<file path="src/pkg/uobd_regs.svh">
// Offsets, field positions, reset values and widths of the option decoder
`ifndef UOBD_REGS_SVH
`define UOBD_REGS_SVH

// Program memory locations of the two user option bytes
`define UOBD_OPT_ADDR0      16'h0000
`define UOBD_OPT_ADDR1      16'h0001
`define UOBD_MEM_AW         16

// Field positions in option byte zero
`define UOBD_ACT_BIT        7
`define UOBD_FORCE_BIT      6
`define UOBD_OSC_HI         5
`define UOBD_OSC_LO         4

// Erased flash reads as all ones
`define UOBD_ERASED_BYTE    8'hFF

// Software register port
`define UOBD_RAW            4
`define UOBD_REG_STATUS     4'h0
`define UOBD_REG_CTRL       4'h1
`define UOBD_ST_VALID_BIT   0
`define UOBD_ST_RUN_BIT     1
`define UOBD_ST_PEND_BIT    2
`define UOBD_CTRL_GIE_BIT   0
`define UOBD_CTRL_RESET     8'h00
`define UOBD_RD_UNMAPPED    8'h00

`endif

</file>
<file path="src/pkg/uobd_pkg.sv">
// Types shared by the option byte decoder modules
package uobd_pkg;

	// Oscillator drive levels, values as stored in the option byte
	typedef enum logic [1:0] {
		UOBD_OSC_RC     = 2'h0,
		UOBD_OSC_LOW    = 2'h1,
		UOBD_OSC_MEDIUM = 2'h2,
		UOBD_OSC_HIGH   = 2'h3
	} uobd_osc_t;

	// Decoded settings handed to the watchdog and oscillator
	typedef struct packed {
		logic      actionReset;
		logic      startByInstr;
		uobd_osc_t oscDrive;
	} uobd_cfg_t;

	// Fetch sequencer states
	typedef enum logic [4:0] {
		UOBD_F_START = 5'h01,
		UOBD_F_WAIT0 = 5'h02,
		UOBD_F_CAP0  = 5'h04,
		UOBD_F_CAP1  = 5'h08,
		UOBD_F_DONE  = 5'h10
	} uobd_fetch_t;

endpackage : uobd_pkg

</file>
<file path="src/logic/uobd_top.sv">
// User option byte decoder: fetch, decode and watchdog start control
//
// Notes on behaviour
// (RULE1) Program memory bytes 0000H and 0001H hold the user option bits.
// (RULE2) Action bit 7 clear: watchdog time-out raises an interrupt request.
// (RULE3) Action bit 7 set: watchdog time-out causes a full system reset.
// (RULE4) Force bit 6 clear: watchdog runs from power-up, cannot be disabled.
// (RULE5) Force bit 6 set: watchdog idle until the start instruction.
// (RULE6) A started watchdog is stopped by reset only.
// (RULE7) Oscillator field 00 selects the external RC network.
// (RULE8) Oscillator field 01 selects minimum drive, 32 kHz to 1.0 MHz.
// (RULE9) Oscillator field 10 selects medium drive, 0.5 to 5.0 MHz.
// (RULE10) Oscillator field 11 selects maximum drive, 5.0 to 20.0 MHz.
// (RULE11) Erased byte decodes as reset action, instruction start, max drive.
// (RULE12) Resets never alter the stored option bytes.
// (RULE13) Each reset or stop recovery refetches the bytes before execution.
// (RULE14) After programming the bytes the system must be reset.
// (RULE15) Decoded settings stay static between resets.
//
// Implementation choice: the address-and-strobe port.
`timescale 1ns/100ps
`include "uobd_regs.svh"

module uobd_top (
	input  wire logic                    sys_clk,
	input  wire logic                    arst_n,
	// Stop-mode recovery pulse from the power controller
	input  wire logic                    stopRecover,
	// Program memory read port
	input  wire logic [7:0]              memData,
	output logic                         memRead,
	output logic [`UOBD_MEM_AW-1:0]      memAddr,
	// Watchdog side
	input  wire logic                    wdStartInstr,
	input  wire logic                    wdTimeout,
	output logic                         wdRunning,
	output logic                         wdIrqReq,
	output logic                         wdResetReq,
	output logic                         irqToCpu,
	// Settings and execution hold
	output uobd_pkg::uobd_cfg_t          cfgOut,
	output logic                         cfgValid,
	output logic                         cpuHold,
	// Software register port
	input  wire logic [`UOBD_RAW-1:0]    regAddr,
	input  wire logic [7:0]              regWdata,
	input  wire logic                    regWrite,
	input  wire logic                    regRead,
	output logic [7:0]                   regRdata
);

	////////////////////////////////////////////////////////////////////////
	// Decode of option byte zero
	function automatic uobd_pkg::uobd_cfg_t decodeByte(input logic [7:0] b);
		uobd_pkg::uobd_cfg_t c;
		c.actionReset  = b[`UOBD_ACT_BIT];
		c.startByInstr = b[`UOBD_FORCE_BIT];
		c.oscDrive     = uobd_pkg::uobd_osc_t'(b[`UOBD_OSC_HI:`UOBD_OSC_LO]);
		return c;
	endfunction : decodeByte

	logic       fetchLoaded;
	logic [7:0] optByte0;
	logic [7:0] optByte1;
	logic [7:0] ctrl_reg;
	logic       irqPend_reg;
	logic       timeoutHit;
	logic       pendClear;

	////////////////////////////////////////////////////////////////////////
	// Fetch of both option bytes; there is no path that writes memory
	uobd_fetch uFetch ( // RULE12
		.sys_clk      (sys_clk),
		.arst_n       (arst_n),
		.restartFetch (stopRecover),
		.memData      (memData),
		.memRead      (memRead),
		.memAddr      (memAddr),
		.optByte0     (optByte0),
		.optByte1     (optByte1),
		.loaded       (fetchLoaded)
	);

	// Byte one is latched but its bits drive nothing in this block
	logic unusedByte1;
	assign unusedByte1 = ^optByte1;

	////////////////////////////////////////////////////////////////////////
	// Configuration latches; reset value is the erased decode
	always_ff @(posedge sys_clk or negedge arst_n) begin
		if (!arst_n) begin
			cfgOut <= '{actionReset: 1'b1, startByInstr: 1'b1,
			            oscDrive: uobd_pkg::UOBD_OSC_HIGH}; // RULE11
		end else if (fetchLoaded && !cfgValid) begin
			cfgOut <= decodeByte(optByte0); // RULE7 RULE8 RULE9 RULE10
		end
	end

	// Settings are taken once per fetch and then held still
	always_ff @(posedge sys_clk or negedge arst_n) begin
		if (!arst_n) begin
			cfgValid <= 1'b0;
		end else begin
			cfgValid <= fetchLoaded; // RULE15
		end
	end

	// Execution is held until the latches hold fetched data
	always_ff @(posedge sys_clk or negedge arst_n) begin
		if (!arst_n) begin
			cpuHold <= 1'b1;
		end else begin
			cpuHold <= !fetchLoaded; // RULE13
		end
	end

	////////////////////////////////////////////////////////////////////////
	// Watchdog run control; nothing but arst_n clears it
	always_ff @(posedge sys_clk or negedge arst_n) begin
		if (!arst_n) begin
			wdRunning <= 1'b0;
		end else if (cfgValid && !cfgOut.startByInstr) begin
			wdRunning <= 1'b1; // RULE4
		end else if (cfgValid && wdStartInstr) begin
			wdRunning <= 1'b1; // RULE5 RULE6
		end
	end

	// A time-out only counts while the watchdog is running
	assign timeoutHit = wdTimeout && wdRunning && cfgValid;

	// Time-out response pulses, steered by the action bit
	always_ff @(posedge sys_clk or negedge arst_n) begin
		if (!arst_n) begin
			wdIrqReq   <= 1'b0;
			wdResetReq <= 1'b0;
		end else begin
			wdIrqReq   <= timeoutHit && !cfgOut.actionReset; // RULE2
			wdResetReq <= timeoutHit && cfgOut.actionReset;  // RULE3
		end
	end

	////////////////////////////////////////////////////////////////////////
	// Pending request: a new time-out wins over a clear in the same cycle
	assign pendClear = regWrite && (regAddr == `UOBD_REG_STATUS) &&
	                   regWdata[`UOBD_ST_PEND_BIT];

	always_ff @(posedge sys_clk or negedge arst_n) begin
		if (!arst_n) begin
			irqPend_reg <= 1'b0;
		end else if (timeoutHit && !cfgOut.actionReset) begin
			irqPend_reg <= 1'b1; // RULE2
		end else if (pendClear) begin
			irqPend_reg <= 1'b0;
		end
	end

	// The processor sees the request only while interrupts are enabled
	always_ff @(posedge sys_clk or negedge arst_n) begin
		if (!arst_n) begin
			irqToCpu <= 1'b0;
		end else begin
			irqToCpu <= irqPend_reg && ctrl_reg[`UOBD_CTRL_GIE_BIT]; // RULE2
		end
	end

	////////////////////////////////////////////////////////////////////////
	// Control register: global interrupt enable only
	always_ff @(posedge sys_clk or negedge arst_n) begin
		if (!arst_n) begin
			ctrl_reg <= `UOBD_CTRL_RESET;
		end else if (regWrite && regAddr == `UOBD_REG_CTRL) begin
			ctrl_reg <= {7'h00, regWdata[`UOBD_CTRL_GIE_BIT]};
		end
	end

	// Read port; the option latches themselves are not visible here
	always_ff @(posedge sys_clk or negedge arst_n) begin
		if (!arst_n) begin
			regRdata <= `UOBD_RD_UNMAPPED;
		end else if (regRead) begin
			unique case (regAddr)
				`UOBD_REG_STATUS: regRdata <= {5'h00, irqPend_reg,
				                               wdRunning, cfgValid}; // RULE13
				`UOBD_REG_CTRL:   regRdata <= ctrl_reg;
				default:          regRdata <= `UOBD_RD_UNMAPPED;
			endcase
		end else begin
			regRdata <= `UOBD_RD_UNMAPPED;
		end
	end
endmodule : uobd_top

</file>
<file path="src/logic/uobd_fetch.sv">
// Fetch sequencer that reads both option bytes out of program memory
`timescale 1ns/100ps
`include "uobd_regs.svh"

module uobd_fetch (
	input  wire logic                    sys_clk,
	input  wire logic                    arst_n,
	input  wire logic                    restartFetch,
	input  wire logic [7:0]              memData,
	output logic                         memRead,
	output logic [`UOBD_MEM_AW-1:0]      memAddr,
	output logic [7:0]                   optByte0,
	output logic [7:0]                   optByte1,
	output logic                         loaded
);

	uobd_pkg::uobd_fetch_t state_reg;

	////////////////////////////////////////////////////////////////////////
	// Sequencer: a fetch starts by itself at reset release
	always_ff @(posedge sys_clk or negedge arst_n) begin
		if (!arst_n) begin
			state_reg <= uobd_pkg::UOBD_F_START;
		end else begin
			unique case (state_reg)
				uobd_pkg::UOBD_F_START: state_reg <= uobd_pkg::UOBD_F_WAIT0;
				uobd_pkg::UOBD_F_WAIT0: state_reg <= uobd_pkg::UOBD_F_CAP0;
				uobd_pkg::UOBD_F_CAP0:  state_reg <= uobd_pkg::UOBD_F_CAP1;
				uobd_pkg::UOBD_F_CAP1:  state_reg <= uobd_pkg::UOBD_F_DONE;
				uobd_pkg::UOBD_F_DONE: begin
					if (restartFetch) begin
						state_reg <= uobd_pkg::UOBD_F_START;
					end
				end
			endcase
		end
	end

	// Memory read strobe and address, only the two option locations
	always_ff @(posedge sys_clk or negedge arst_n) begin
		if (!arst_n) begin
			memRead <= 1'b0;
			memAddr <= `UOBD_OPT_ADDR0;
		end else begin
			memRead <= (state_reg == uobd_pkg::UOBD_F_START) ||
			           (state_reg == uobd_pkg::UOBD_F_WAIT0); // RULE1
			if (state_reg == uobd_pkg::UOBD_F_WAIT0) begin
				memAddr <= `UOBD_OPT_ADDR1; // RULE1
			end else if (state_reg == uobd_pkg::UOBD_F_START) begin
				memAddr <= `UOBD_OPT_ADDR0; // RULE1
			end
		end
	end

	// Capture: data stands one cycle after its strobe
	always_ff @(posedge sys_clk or negedge arst_n) begin
		if (!arst_n) begin
			optByte0 <= `UOBD_ERASED_BYTE;
			optByte1 <= `UOBD_ERASED_BYTE;
		end else begin
			if (state_reg == uobd_pkg::UOBD_F_CAP0) begin
				optByte0 <= memData; // RULE13
			end
			if (state_reg == uobd_pkg::UOBD_F_CAP1) begin
				optByte1 <= memData; // RULE13
			end
		end
	end

	// Loaded flag drops for the whole refetch
	always_ff @(posedge sys_clk or negedge arst_n) begin
		if (!arst_n) begin
			loaded <= 1'b0;
		end else if (state_reg == uobd_pkg::UOBD_F_CAP1) begin
			loaded <= 1'b1;
		end else if (state_reg == uobd_pkg::UOBD_F_DONE && restartFetch) begin
			loaded <= 1'b0;
		end
	end

endmodule : uobd_fetch

</file>
<file path="config.mk">
export PLATFORM = sky130hd
export DESIGN_NAME = uobd_top
export DESIGN_NICKNAME = d
export VERILOG_FILES = /design/src/pkg/uobd_pkg.sv /design/src/logic/uobd_top.sv /design/src/logic/uobd_fetch.sv
export VERILOG_INCLUDE_DIRS = /design/src /design/src/pkg
export SDC_FILE = /design/constraint.sdc
export NUM_CORES = 1
export LEC_CHECK = 0
export BUFFER_PORTS_ARGS = -buffer_cell sky130_fd_sc_hd__buf_2
export CAP_MARGIN = 20
export CORE_MARGIN = 2
export CORE_UTILIZATION = 44
export DETAILED_ROUTE_END_ITERATION = 7
export HOLD_SLACK_MARGIN = 0.02
export PLACE_DENSITY = 0.78
export SLEW_MARGIN = 25
export SYNTH_ARGS = -nofsm -noshare
export SYNTH_HDL_FRONTEND = slang
export SYNTH_SLANG_ARGS = --single-unit
</file>
<file path="constraint.sdc">
create_clock -name sys_clk -period 1.6 [get_ports sys_clk]
set_input_delay 0.24 -clock sys_clk [delete_from_list [all_inputs] [get_ports sys_clk]]
set_output_delay 0.24 -clock sys_clk [all_outputs]
set_load 0.01 [all_outputs]
</file>
==> impl.org, run 1 <==
** Floorplanning
- 62 I/O pins were placed.
- The die is 56.93 um tall.
- Area of the placeable core :: 2710 um2
- Floorplan die area :: around 3200 um2
- Initial core utilization :: 45.48%
- In this run the core area contains 19 standard-cell rows.
- Die width :: 56.93 um

** STA
- In this run the tightest slew margin relative to its limit is 61.95%.
- Setup repair after global routing left no endpoint under its margin.
- Worst-case clock skew :: 0.002409 ns
- Final critical-path setup slack :: 0.1919 ns
- Final worst-path cycle share :: 88.01%
- Slew at the pin with the worst max-slew slack :: 0.5708 ns
- Based on the critical path, the design can be clocked at up to between 0.7 and 0.8 GHz.
- Counting I/O delays and the setup requirement, the final critical path takes around 1.4 ns.
- The final count of pins violating max slew was 0.
- Setup violators final :: 0
- The count of final hold-check violations came to 0.
- Setup total negative slack on the finished layout was measured at 0 ns.

** Worst hold path
- Path category of the worst min-delay check :: in -> reg
- In this run the most critical hold path is launched from regWdata[0].
- The worst hold path passes through 2 cells.
- Worst min-delay path endpoint :: ctrl_reg[0]

** Clocking
- Counting every sink on the clock net gives 27.
- CTS tree :: yes
- In this run the number of H-tree levels came out at 1.
- Register clock-pin slew on the reported worst setup and hold paths :: 0.13 ns
- Maximum clock path buffer count :: 2
- The cell sitting at the root of the clock tree is a sky130_fd_sc_hd__clkbuf_4.
- For the worst-skew pair, the clock arrives at the later sink with an insertion delay of about 0.31 ns.
- Buffers inserted by post-CTS timing repair :: 0
- Number of CTS-inserted buffers :: 3

** Placed design
- Setup slack at placement :: 0.2074 ns
- Number of input and output port buffers inserted :: 31
- Detailed placement HPWL :: 1463 um
- Final estimated routing congestion in global placement :: between 0.7 and 0.8
- Placed instance count :: 162

** Setup path
- In this run the critical register-to-register path is launched from uFetch.state_reg[1].
- Arrival time reported for the critical path endpoint :: 1.66 ns
- The worst setup path is captured at a register.
- R2r setup slk :: 0.19 ns
- For the worst setup path, the data required time is 1.85 ns.
- The worst register-to-register path ends at uFetch.optByte0[6].
- Worst reg-to-reg path cell count :: 3
- Highest net fanout along the worst path :: 5
- The worst setup path is of the reg -> reg kind.
- Category of the worst setup path launch point :: register

** Run status
- Result of the run :: completed

** Power
- The clock network burns between 10% and 20% of the power.
- Worst supply voltage drop on vdd :: between 900 and 1000 uV
- Switching pwr :: 0.7355 mW
- Switching fraction of total power :: 32.43%
- Sequential share of power :: approximately 52%
- Cell internal power was estimated by the tool at 1.533 mW.
- Dividing total power by cell area gives a power density of 1650 nW/um2.
- Per report_power, the combinational group accounts for roughly 36% of the total.
- Leakage dissipation :: ~0.67 nW

** GRT
- In the global route stage, overall resource usage came out at 11.74%.
- The number of antenna violations at the first check in global routing was 0.
- First-pass GRT wire length :: 3022 um
- The number of global-route vias before repair came to around 720.
- Largest net degree at the start of global routing :: 28
- Global-route congestion overflow total :: 0

** Cells and area
- Cells with a size suffix above 1 make up 40.44% of the layout.
- The number of antenna diodes in the final layout is 0.
- Excluding fillers, the count of instances in the completed layout stands at 167.
- Max FFs per register :: 5
- # nets final :: 164
- At the end of the flow the core is filled with cells to 50.74%.
- Area growth from synthesis to layout :: 11.57%

** Yosys
- The average instance in the mapped netlist occupies about 12 um2.
- Most used standard cell by instance count after synthesis :: sky130_fd_sc_hd__buf_4
- The biggest area contributor in the post-synthesis netlist is sky130_fd_sc_hd__dfrtp_1.
- During synthesis, Yosys emitted a total of 0 warnings.
- Area share of the largest cell type after synthesis :: 34.52%
- Summing every instance area after synthesis gives 1232 um2.
- Synthesis instantiated 34 different standard cells from the library.
- Biggest area contributors in the synthesized netlist :: sky130_fd_sc_hd__dfrtp_1 35%, sky130_fd_sc_hd__dfstp_2 21%, sky130_fd_sc_hd__buf_4 12%
- Leading post-synthesis cells by instance count :: 20 x sky130_fd_sc_hd__buf_4, 17 x sky130_fd_sc_hd__dfrtp_1, 10 x sky130_fd_sc_hd__dfstp_2
- In the synthesized netlist, the number of instances is 102.
- Primary flip-flop cell chosen by synthesis mapping :: sky130_fd_sc_hd__dfrtp_1
- Counting flops with a built-in enable in the synthesized netlist gives 0.
- For this run, asynchronously set or reset flops after synthesis account for 100.0%.
- Sequential area share after synthesis :: a little under three fifths
- Number of synthesized register bits :: 27

** Job
- Number of max-capacitance violations reported :: 0

** Drt
- In the routed design, unresolved DRC markers number 0.
- The first TritonRoute pass finished after 4 iterations.
- The count of nets left with antenna violations once routing finished came out at 0.
- Routed vias/inst :: 4.647
- Final wirelength :: about 1900 um
- Detailed router's first-iteration violation count :: 8
- Across all layers, the routed design uses 776 vias.
- Mean routed wirelength per cell :: 11.38 um
-- worst max-delay path, stage by stage (launching register included) --
cell and delay (ns):
sky130_fd_sc_hd__dfrtp_1 0.45, sky130_fd_sc_hd__nor2_1 0.17, sky130_fd_sc_hd__and4_1 0.41, sky130_fd_sc_hd__mux2_4 0.33
-- placed cells by master, fill, tap and decap left out --
cell                            count
sky130_fd_sc_hd__mux2_1             1
sky130_fd_sc_hd__or4b_1             1
sky130_fd_sc_hd__nand3_1            2
sky130_fd_sc_hd__a21o_1             2
sky130_fd_sc_hd__mux2_4             4
sky130_fd_sc_hd__xnor2_1            2
sky130_fd_sc_hd__dfrtp_1           17
sky130_fd_sc_hd__o21bai_1           1
sky130_fd_sc_hd__a21oi_1            1
sky130_fd_sc_hd__inv_2              1
sky130_fd_sc_hd__nor4_2             1
sky130_fd_sc_hd__buf_2             31
sky130_fd_sc_hd__dfstp_2           10
sky130_fd_sc_hd__nor2_1             6
sky130_fd_sc_hd__o21ai_0            1
sky130_fd_sc_hd__mux2_2             4
sky130_fd_sc_hd__clkbuf_1           1
sky130_fd_sc_hd__nor3_1             1
sky130_fd_sc_hd__nand4b_1           1
sky130_fd_sc_hd__or2_0              1
sky130_fd_sc_hd__o311ai_1           1
sky130_fd_sc_hd__buf_4              1
sky130_fd_sc_hd__inv_1              4
sky130_fd_sc_hd__mux2i_1            1
sky130_fd_sc_hd__conb_1            20
sky130_fd_sc_hd__nand2_1            3
sky130_fd_sc_hd__clkbuf_4           3
sky130_fd_sc_hd__and4_1             1
sky130_fd_sc_hd__nor4_1             2
sky130_fd_sc_hd__nor3b_1            1
sky130_fd_sc_hd__dlygate4sd3_1      1
sky130_fd_sc_hd__o21ai_1            1
sky130_fd_sc_hd__and2_1             3
sky130_fd_sc_hd__a31oi_1            1
sky130_fd_sc_hd__nand2b_1           3
sky130_fd_sc_hd__or3_1              1
-- per-stage QoR --
| step | power (mW) | area (um2) | hold WS (ns) |
|---|---|---|---|
| 2_1_floorplan | 1.795 | 1304 | -0.05559 |
| 3_3_place_gp | 1.974 | 1339 | 0.2527 |
| 3_5_place_dp | 2.016 | 1339 | 0.2694 |
| 4_1_cts | 2.302 | 1375 | 0.1349 |
| 5_1_grt | 2.428 | 1375 | 0.1310 |
| 6_report | 2.268 | 1375 | 0.1497 |
-- layer usage --
| layer | vias up | share of wire, % | global-route usage (%) |
|---|---|---|---|
| li1 | 365 | - | - |
| met1 | 373 | 42 | 14.58 |
| met2 | 36 | 48 | 19.87 |
| met3 | 2 | 9.1 | 2.304 |
| met4 | 0 | 0.53 | 4.983 |
| met5 | - | 0 | 0 |
-- kinds of logic after synthesis --
family	count (synthesis)	synth area share, %
flops	27	55.84
compound gates	8	4.263
other cells	1	0.3043
xor+xnor	2	1.422
simple gates	27	12.89
mux	10	10.25
buf+inv	27	15.02
-- final cells by class --
class                   count  area (um2)
fillers                   251        1335
inverters                   5       18.77
clock buffers               4       26.28
well taps                  31       38.79
repair buffers             33       172.7
multi-input cells          67       430.4
flip-flops and latches     27       688.2
-- worst max-delay path by stage --
stage                        startpoint            endpoint  slack, ns  cells past startpoint
detailed placement  uFetch.state_reg[1]  uFetch.optByte0[6]       0.21                      3
CTS                 uFetch.state_reg[1]  uFetch.optByte0[6]       0.19                      3
floorplan           uFetch.state_reg[0]  uFetch.optByte0[4]       0.33                      4
global placement    uFetch.state_reg[1]  uFetch.optByte0[6]       0.26                      3
finish              uFetch.state_reg[1]  uFetch.optByte0[6]       0.19                      3
global route        uFetch.state_reg[1]  uFetch.optByte0[7]       0.12                      3
-- what timing repair did --
action / in CTS / in global routing
resized for setup: 0 / 0
endpoints found under the hold margin: 17 / 0
hold buffers: 1 / 0
-- power by group through the flow --
| stage | Combinational [mW] | Clock, mW | Sequential [mW] |
|---|---|---|---|
| floorplan | 0.562 | 0 | 1.23 |
| global placement | 0.786 | 0 | 1.19 |
| detailed placement | 0.812 | 0 | 1.20 |
| CTS | 0.816 | 0.296 | 1.19 |
| global route | 0.891 | 0.313 | 1.22 |
| finish | 0.804 | 0.279 | 1.18 |
(Power assumes the default switching activity.)
==> run 2: changes to the inputs <==
--- a/config.mk
+++ b/config.mk
@@ -6,6 +6,7 @@
 export SDC_FILE = /design/constraint.sdc
 export NUM_CORES = 1
 export LEC_CHECK = 0
+export ABC_AREA = 1
 export BUFFER_PORTS_ARGS = -buffer_cell sky130_fd_sc_hd__buf_2
 export CAP_MARGIN = 20
 export CORE_MARGIN = 2
@@ -17,3 +18,4 @@
 export SYNTH_ARGS = -nofsm -noshare
 export SYNTH_HDL_FRONTEND = slang
 export SYNTH_SLANG_ARGS = --single-unit
+export TNS_END_PERCENT = 100
==> run 2 against run 1 <==
- critical path depth is 2 lower
- sequential share of layout area is 0.55 points higher
- worst hold slack worse by 0.060 ns
- highest routed layer unchanged
==> impl.org, run 2 <==
** Yosys
- Most used standard cell by instance count after synthesis :: sky130_fd_sc_hd__nand2_1
- The count of synthesis-stage warnings from yosys came to 0 (unchanged).
- The fraction of registers with async set or reset after synthesis was 100.0% (unchanged).
- The share of synthesized cell area in and, or, nand and nor gates came to 21.58% (+8.7 points).
- By count the netlist is led by 31 x sky130_fd_sc_hd__nand2_1, 20 x sky130_fd_sc_hd__buf_4, 17 x sky130_fd_sc_hd__dfrtp_1.
- The share of synthesized area spent on multiplexers is 0% (-10 points).
- The xor and xnor area share after synthesis was 0% (-1.4 points).
- By area, the combinational part of the netlist is dominated by simple AND/OR/NAND/NOR gates.
- The biggest area contributor in the post-synthesis netlist is sky130_fd_sc_hd__dfrtp_1.
- The number of enable-type register cells in the synthesized netlist was 0 (unchanged).
- Syn avg cell area :: 9.350 um2 (-23%)
- Adder-cell share of the synthesized area :: 0% (unchanged)
- For this run, the leading register cell type out of synthesis is sky130_fd_sc_hd__dfrtp_1.
- Gate count of the mapped netlist :: 129 (+26%)
- Area share of the largest cell type after synthesis :: 35.27% (+0.75 points)
- Distinct cell type count of the synthesized netlist :: 18 (-47%)
- Complex-gate fraction of the synthesized area :: 2.905% (-1.4 points)
- The part of the Yosys area used for sequential elements is 57.05% (+1.2 points).
- Synthesized area :: 1206 um2 (-2.1%)
- Sorting the synthesized cells by area gives the leading types as sky130_fd_sc_hd__dfrtp_1 35%, sky130_fd_sc_hd__dfstp_2 22%, sky130_fd_sc_hd__buf_4 12%.
- The number of synthesized register bits is 27 (unchanged).

** GRT
- The global routing usage summed across all routing layers is 13.46% (+1.7 points).
- The number of antenna violations at the first check in global routing came to 0 (unchanged).
- The first-pass GRT wire length came to 3387 um (+12%).
- The pin count of the biggest net entering global routing came to 28 (unchanged).
- Vias in the first global route :: 806 (+12%)
- The total congestion overflow came to 0 (unchanged).

** Placed design
- The final weighted congestion in routability-driven placement came to 0.7729 (-1.6%).
- The port buffer count was 31 (unchanged).
- Detailed placement HPWL :: 1533 um (+4.8%)
- The standard cell area after detailed placement came to 1320 um2 (-1.4%).

** Cells and area
- Antenna cell count :: 0 (unchanged)
- Final core area utilization :: 53.44% (+2.7 points)
- Area growth from synthesis to layout :: 12.76%
- The fraction of layout cells with a size suffix above 1 is 30.49% (-10 points).
- The number of nets in the layout is 192 (+17%).
- Multi-input gate area in the final layout :: 370.4 um2 (-14%)
- Most used cells in the layout excluding fill and tap cells :: 31 x sky130_fd_sc_hd__nand2_1, 31 x sky130_fd_sc_hd__buf_2, 20 x sky130_fd_sc_hd__conb_1
- Combined flip-flop and latch cell area :: 688.2 um2 (unchanged)
- The number of flip-flops in the largest register was 5 (unchanged).
- Filler Cell Count :: 243 (-3.2%)
- Post-route cell area :: 1360 um2 (-1.1%)

** Setup path
- The data required time at the worst endpoint is 1.36 ns (-0.49 ns).
- The number of gates on the worst path with buffers counted is 1 (-2).
- The flop-to-flop setup slack came to 0.56 ns (+0.37 ns).
- The worst setup path is of the reg -> out kind.
- Maximum single-stage delay on the critical path :: 0.56 ns (+0.11 ns)
- The slowest stage of the critical path is the sky130_fd_sc_hd__dfstp_2 cell.
- Top cell family by delay on the critical path :: flip-flops
- STA classifies the critical path startpoint as a register.
- Ordered list of cells on the worst path :: buf_2
- Arrival time reported for the critical path endpoint :: 1.01 ns (-0.65 ns)
- Bufs and invs on worst path :: 1 (+1)
- The critical-path maximum fanout was 2 (-3).
- The count of cells along the worst register-to-register path is 5 (+2).
- CP endpoint kind :: output pin

** Clocking
- The count of cells resized by post-cts repair was 0 (unchanged).
- Buffer type at the clock tree root :: sky130_fd_sc_hd__clkbuf_4
- The number of sinks on the clock net was 27 (unchanged).
- The clock latency of the later-clocked register in the worst-skew pair came to 0.32 ns (about the same).
- TritonCTS built the clock tree.
- Register clock-pin slew on the reported worst setup and hold paths :: 0.14 ns (about the same)
- The maximum number of buffers from clock root to sink is 2 (unchanged).
- The number of buffers inserted during clock tree synthesis came to 3 (unchanged).
- The maximum level of the CTS H-tree came to 1 (unchanged).

** Floorplanning
- The overall die area was 3176 um2 (-2.0%).
- The initial core utilization was 47.39% (+1.9 points).
- The boundary pin count is 62 (unchanged).
- The area inside the core boundary was 2545 um2 (-6.1%).
- The die width is 56.36 um (-1.0%).
- Site Rows :: 18 (-1)
- The height of the die came to 56.36 um (-1.0%).

** Drt
- The residual DRC count came to 0 (unchanged).
- The length of the first detailed-routing pass in iterations is 4 (unchanged).
- Final wirelength :: 1965 um (+3.4%)
- Number of antenna-violating nets in the routed design :: 0 (unchanged)
- Mean routed wirelength per cell :: 10.13 um (-11%)
- Routed vias/inst :: 4.562 (-1.8%)
- The violation count after the first detailed-route iteration was 26 (+18).
- The total number of vias is 885 (+14%).

** STA
- Hold Violations, Final :: 0 (unchanged)
- Post-layout minimum cycle time :: 1.250 ns (-0.1578 ns)
- The top achievable clock speed was 0.7998 GHz (+13%).
- The final period utilization came to 78.14% (-9.9 points).
- RSZ-0062 raised after global routing :: no
- Worst-case clock skew :: 0.007077 ns (+0.004668 ns)
- Final count of pins violating max slew :: 0 (unchanged)
- Setup violators final :: 0 (unchanged)
- The slew at the pin closest to its max-slew limit is 0.5634 ns (-0.007353 ns).
- The post-route setup TNS was 0 ns (unchanged).
- The worst max-slew margin expressed relative to the limit came to 62.44% (+0.49 points).

** Worst hold path
- In this run the worst hold path is classified as in -> reg.
- The cell depth of the worst min-delay path came to 3 (+1).

** Power
- The static power due to leakage came to 0.7826 nW (+16%).
- The worst supply voltage drop on vdd came to 947.8 uV (+5.0%).
- Power density of the placed cells :: 1599 nW/um2 (-3.1%)

** Job
- Number of max-capacitance violations reported :: 0 (unchanged)

** Run status
- Result of the run :: completed
run 2: cell types whose count changed after synthesis, sizes merged, moves of 5 or more:
cell / change
inv: +10
mux2: -9
nand2: +28
nand3: +5
nand4: +6
nor2: +7
run 2: power by group:
group / total (mW) / switching [mW] / leakage [nW] / internal (mW)
registers: 1.16 / 0.163 / 0.311 / 0.994
logic: 0.725 / 0.452 / 0.458 / 0.272
clock network: 0.293 / 0.197 / 0.0139 / 0.0956
total: 2.17 / 0.812 / 0.783 / 1.36
run 2: final timing paths:
check,start,to
worst max-delay path,cfgOut[1],cfgOut[1]
worst min-delay path,memData[4],uFetch.optByte0[4]
worst max register to register,uFetch.state_reg[0],uFetch.memAddr[0]
worst min register to register,uFetch.optByte0[4],uFetch.optByte0[4]
max in group asynchronous,arst_n,cpuHold
min in group asynchronous,arst_n,ctrl_reg[0]
run 2: timing repair:
| item | CTS | global route |
|---|---|---|
| setup buffers | 0 | 0 |
| endpoints found under the hold margin | 17 | 0 |
| hold buffers | 1 | 0 |
run 2: layout make-up:
class | instances | area share (%)
sequential | 27 | 50.60
timing repair buffer | 32 | 12.14
multi-input combinational | 84 | 27.23
inverter | 17 | 5.060
clock buffer | 3 | 1.656
clock inverter | 1 | 0.5520
tap | 30 | 2.760
run 2: per-layer routing:
| layer | track usage (%) | vias up | share of wire (%) |
|---|---|---|---|
| met5 | 0 | - | 0 |
| met4 | 6.122 | 0 | 1.6 |
| met3 | 2.535 | 4 | 11 |
| met2 | 22.52 | 50 | 47 |
| met1 | 16.84 | 400 | 40 |
| li1 | - | 431 | - |
run 2: cells by family after synthesis:
kind of cell,count (synthesis)
buffers and inverters,37
and+or+nand+nor,57
AOI/OAI and AO/OA,7
DFF,27
other,1
run 2: through the flow:
step,setup WS (ns),std cells,hold slack (ns),total power [mW]
detailed placement,0.5846,189,0.2677,1.905
global route,0.3022,194,0.08505,2.362
floorplan,0.6327,148,-0.05559,1.678
finish,0.3497,194,0.08922,2.174
global placement,0.6071,189,0.2560,1.861
CTS,0.3317,194,0.07671,2.205
==> run 3: changes to the inputs <==
--- a/config.mk
+++ b/config.mk
@@ -10,10 +10,10 @@
 export BUFFER_PORTS_ARGS = -buffer_cell sky130_fd_sc_hd__buf_2
 export CAP_MARGIN = 20
 export CORE_MARGIN = 2
-export CORE_UTILIZATION = 44
+export CORE_UTILIZATION = 40
 export DETAILED_ROUTE_END_ITERATION = 7
 export HOLD_SLACK_MARGIN = 0.02
-export PLACE_DENSITY = 0.78
+export PLACE_DENSITY = 0.75
 export SLEW_MARGIN = 25
 export SYNTH_ARGS = -nofsm -noshare
 export SYNTH_HDL_FRONTEND = slang
==> constraint.sdc (replaced) <==
create_clock -name sys_clk -period 1 [get_ports sys_clk]
set_input_delay 0.15 -clock sys_clk [delete_from_list [all_inputs] [get_ports sys_clk]]
set_output_delay 0.15 -clock sys_clk [all_outputs]
set_load 0.01 [all_outputs]
==> run 3 against run 2 <==
- the flow now finishes with violations (design-rule violations, negative setup slack)
- first-iteration DRC count unchanged
- cell area increased by 15%
- critical path type unchanged
- critical path depth unchanged
==> impl.org, run 3 (same netlist as run 2, synthesis figures left out) <==
** STA
- The final count of pins violating max slew came to 0 (unchanged).
- Hold Violations, Final :: 0 (unchanged)
- The worst-case clock skew came to 0.007177 ns (+0.0001002 ns).
- The post-route setup TNS came to -0.7064 ns (-0.7064 ns).
- The count of endpoints failing setup in the final report is 12 (+12).
- Subtracting the final worst setup slack from the clock period gives 1.130 ns.
- Worst slew slack as a fraction of its limit :: 61.62% (-0.82 points)
- Highest clock rate :: between 0.8 and 0.9 GHz
- The final hold slack was 0.06419 ns (-0.02504 ns).
- Setup repair after global routing could not meet its margin everywhere.
- Slew at the pin with the worst max-slew slack :: 0.5757 ns (+0.01225 ns)
- The slack of the critical path was -0.1302 ns (-0.4799 ns).
- Final worst-path cycle share :: 113.0%

** Setup path
- CP endpoint kind :: output pin
- Category of the most critical setup path :: reg -> out
- Cell type of the slowest stage on the worst timing path :: sky130_fd_sc_hd__dfstp_2
- Top cell family by delay on the critical path :: flip-flops
- The critical-path maximum fanout was 2 (unchanged).
- The data required time at the worst endpoint was 0.85 ns (-0.51 ns).
- The sum of buffers and inverters on the critical path was 1 (unchanged).
- Ordered list of cells on the worst path :: buf_6
- Category of the worst setup path launch point :: register
- Maximum single-stage delay on the critical path :: 0.57 ns (about the same)
- Arrival time reported for the critical path endpoint :: 0.98 ns (-0.03 ns)

** Drt
- The average wire per standard cell is 10.32 um (+1.8%).
- Number of antenna-violating nets in the routed design :: 0 (unchanged)
- The residual DRC count was 7 (+7).
- The violation count after the first detailed-route iteration is 26 (unchanged).
- Routed vias/inst :: 4.584 (+0.48%)
- The wire length after detailed routing came to 2156 um (+9.7%).
- The length of the first detailed-routing pass in iterations came to 8 (+4).
- The total number of vias is 958 (+8.2%).

** Run status
- Failing checks :: design-rule violations, negative setup slack
- Result of the run :: complete, but fails checks

** Clocking
- The number of sinks on the clock net is 27 (unchanged).
- The number of buffers inserted during clock tree synthesis is 3 (unchanged).
- Number of H-tree branching levels :: 1 (unchanged)
- The root buffer cell chosen for the clock tree is sky130_fd_sc_hd__clkbuf_4.
- TritonCTS built the clock tree.
- Maximum clock path buffer count :: 2 (unchanged)
- The clock latency of the later-clocked register in the worst-skew pair was 0.31 ns (about the same).
- Register clock-pin slew on the reported worst setup and hold paths :: 0.14 ns (about the same)

** GRT
- First-pass GRT wire length :: 3601 um (+6.3%)
- Largest net degree at the start of global routing :: 28 (unchanged)
- The global routing usage summed across all routing layers was 13.31% (-0.15 points).
- Vias in the first global route :: 924 (+15%)
- The number of antenna violations at the first check in global routing was 0 (unchanged).
- The total congestion overflow is 0 (unchanged).

** Power
- Power density of the placed cells :: 2565 nW/um2 (+60%)
- The static power due to leakage came to 0.8691 nW (+11%).
- The post-layout total power is 4.002 mW (+84%).
- Worst supply voltage drop on vdd :: 770.3 uV (-19%)

** Cells and area
- The area growth from synthesis to layout is 29.36%.
- Fraction of layout cells with a size suffix above 1 :: 41.01% (+11 points)
- The multi-input logic area came to 415.4 um2 (+12%).
- Most used cells in the layout excluding fill and tap cells :: 26 x sky130_fd_sc_hd__buf_2, 25 x sky130_fd_sc_hd__nand2_1, 20 x sky130_fd_sc_hd__conb_1
- Max FFs per register :: 5 (unchanged)
- Most common library cell in the layout ignoring fill and taps :: sky130_fd_sc_hd__buf_2
- The sequential cell area was 690.7 um2 (+0.36%).
- The number of antenna repair diodes is 0 (unchanged).
- The number of fill cells is 259 (+6.6%).
- The post-route non-filler standard cell count was 209 (+7.7%).
- # nets final :: 206 (+7.3%)
- Final core area utilization :: 55.62% (+2.2 points)

** Job
- The reported max-cap violation count is 0 (unchanged).

** Floorplanning
- Area of the placeable core :: 2805 um2 (+10%)
- Die width :: 58.91 um (+4.5%)
- The count of standard-cell rows is 19 (+1).
- The initial core utilization is 43.00% (-4.4 points).
- The height of the die came to 58.91 um (+4.5%).
- Floorplan die area :: 3470 um2 (+9.3%)
- Top-Level Pins :: 62 (unchanged)

** Placed design
- The number of placed cells counting well taps came to 191 (+1.1%).
- Detailed placement HPWL :: 1625 um (+6.0%)
- The final weighted congestion in routability-driven placement was 0.7839 (+1.4%).
- The port buffer count was 31 (unchanged).

** Worst hold path
- The path class of the tightest hold or removal check is in -> reg.
run 3: repair_timing:
action / in CTS / in global routing
gates resized for setup: 12 / 11
hold buffers: 6 / 0
pin swaps: 8 / 5
endpoints found under the setup margin: 16 / 29
buffers inserted: 7 / 1
gates cloned: 0 / 0
endpoints found under the hold margin: 22 / 0
run 3: routing by layer:
metal | wire, um | part of all wire [%] | up-vias | track usage (%)
met5 | 0 | 0 | - | 0
met4 | 12 | 0.56 | 0 | 3.571
met3 | 196 | 9.1 | 2 | 1.978
met2 | 1138 | 53 | 51 | 26.35
met1 | 808 | 37 | 446 | 14.43
li1 | - | - | 459 | -
run 3: area by class of cell:
cell class	instances	area share [%]
Clock buffer	3	1.443
Inverter	17	4.571
Tap cell	31	2.486
Sequential cell	27	44.27
Clock inverter	1	0.4812
Multi-Input combinational cell	84	26.62
Timing Repair Buffer	46	20.13
run 3: final timing paths:
path,slack [ns],depth (start not counted),to,from
worst max-delay path,-0.13,1,cfgOut[0],cfgOut[0]
worst min-delay path,0.06,3,wdRunning,wdStartInstr
worst max register to register,-0.02,5,uFetch.optByte0[6],uFetch.state_reg[0]
worst min register to register,0.48,2,cfgOut[0],cfgOut[0]
max in group asynchronous,0.23,2,uFetch.state_reg[2],arst_n
min in group asynchronous,0.36,2,cfgValid,arst_n
run 3: through the flow:
step	cell area, um2	setup WS, ns
2_1_floorplan	1277	0.03274
3_3_place_gp	1329	0.01485
3_5_place_dp	1329	-0.03368
4_1_cts	1519	-0.1508
5_1_grt	1560	-0.1768
6_report	1560	-0.1302
run 3: power breakdown:
group,switching [mW],internal (mW),total (mW)
Sequential,0.254,1.60,1.86
Combinational,0.902,0.793,1.69
Clock,0.300,0.152,0.453
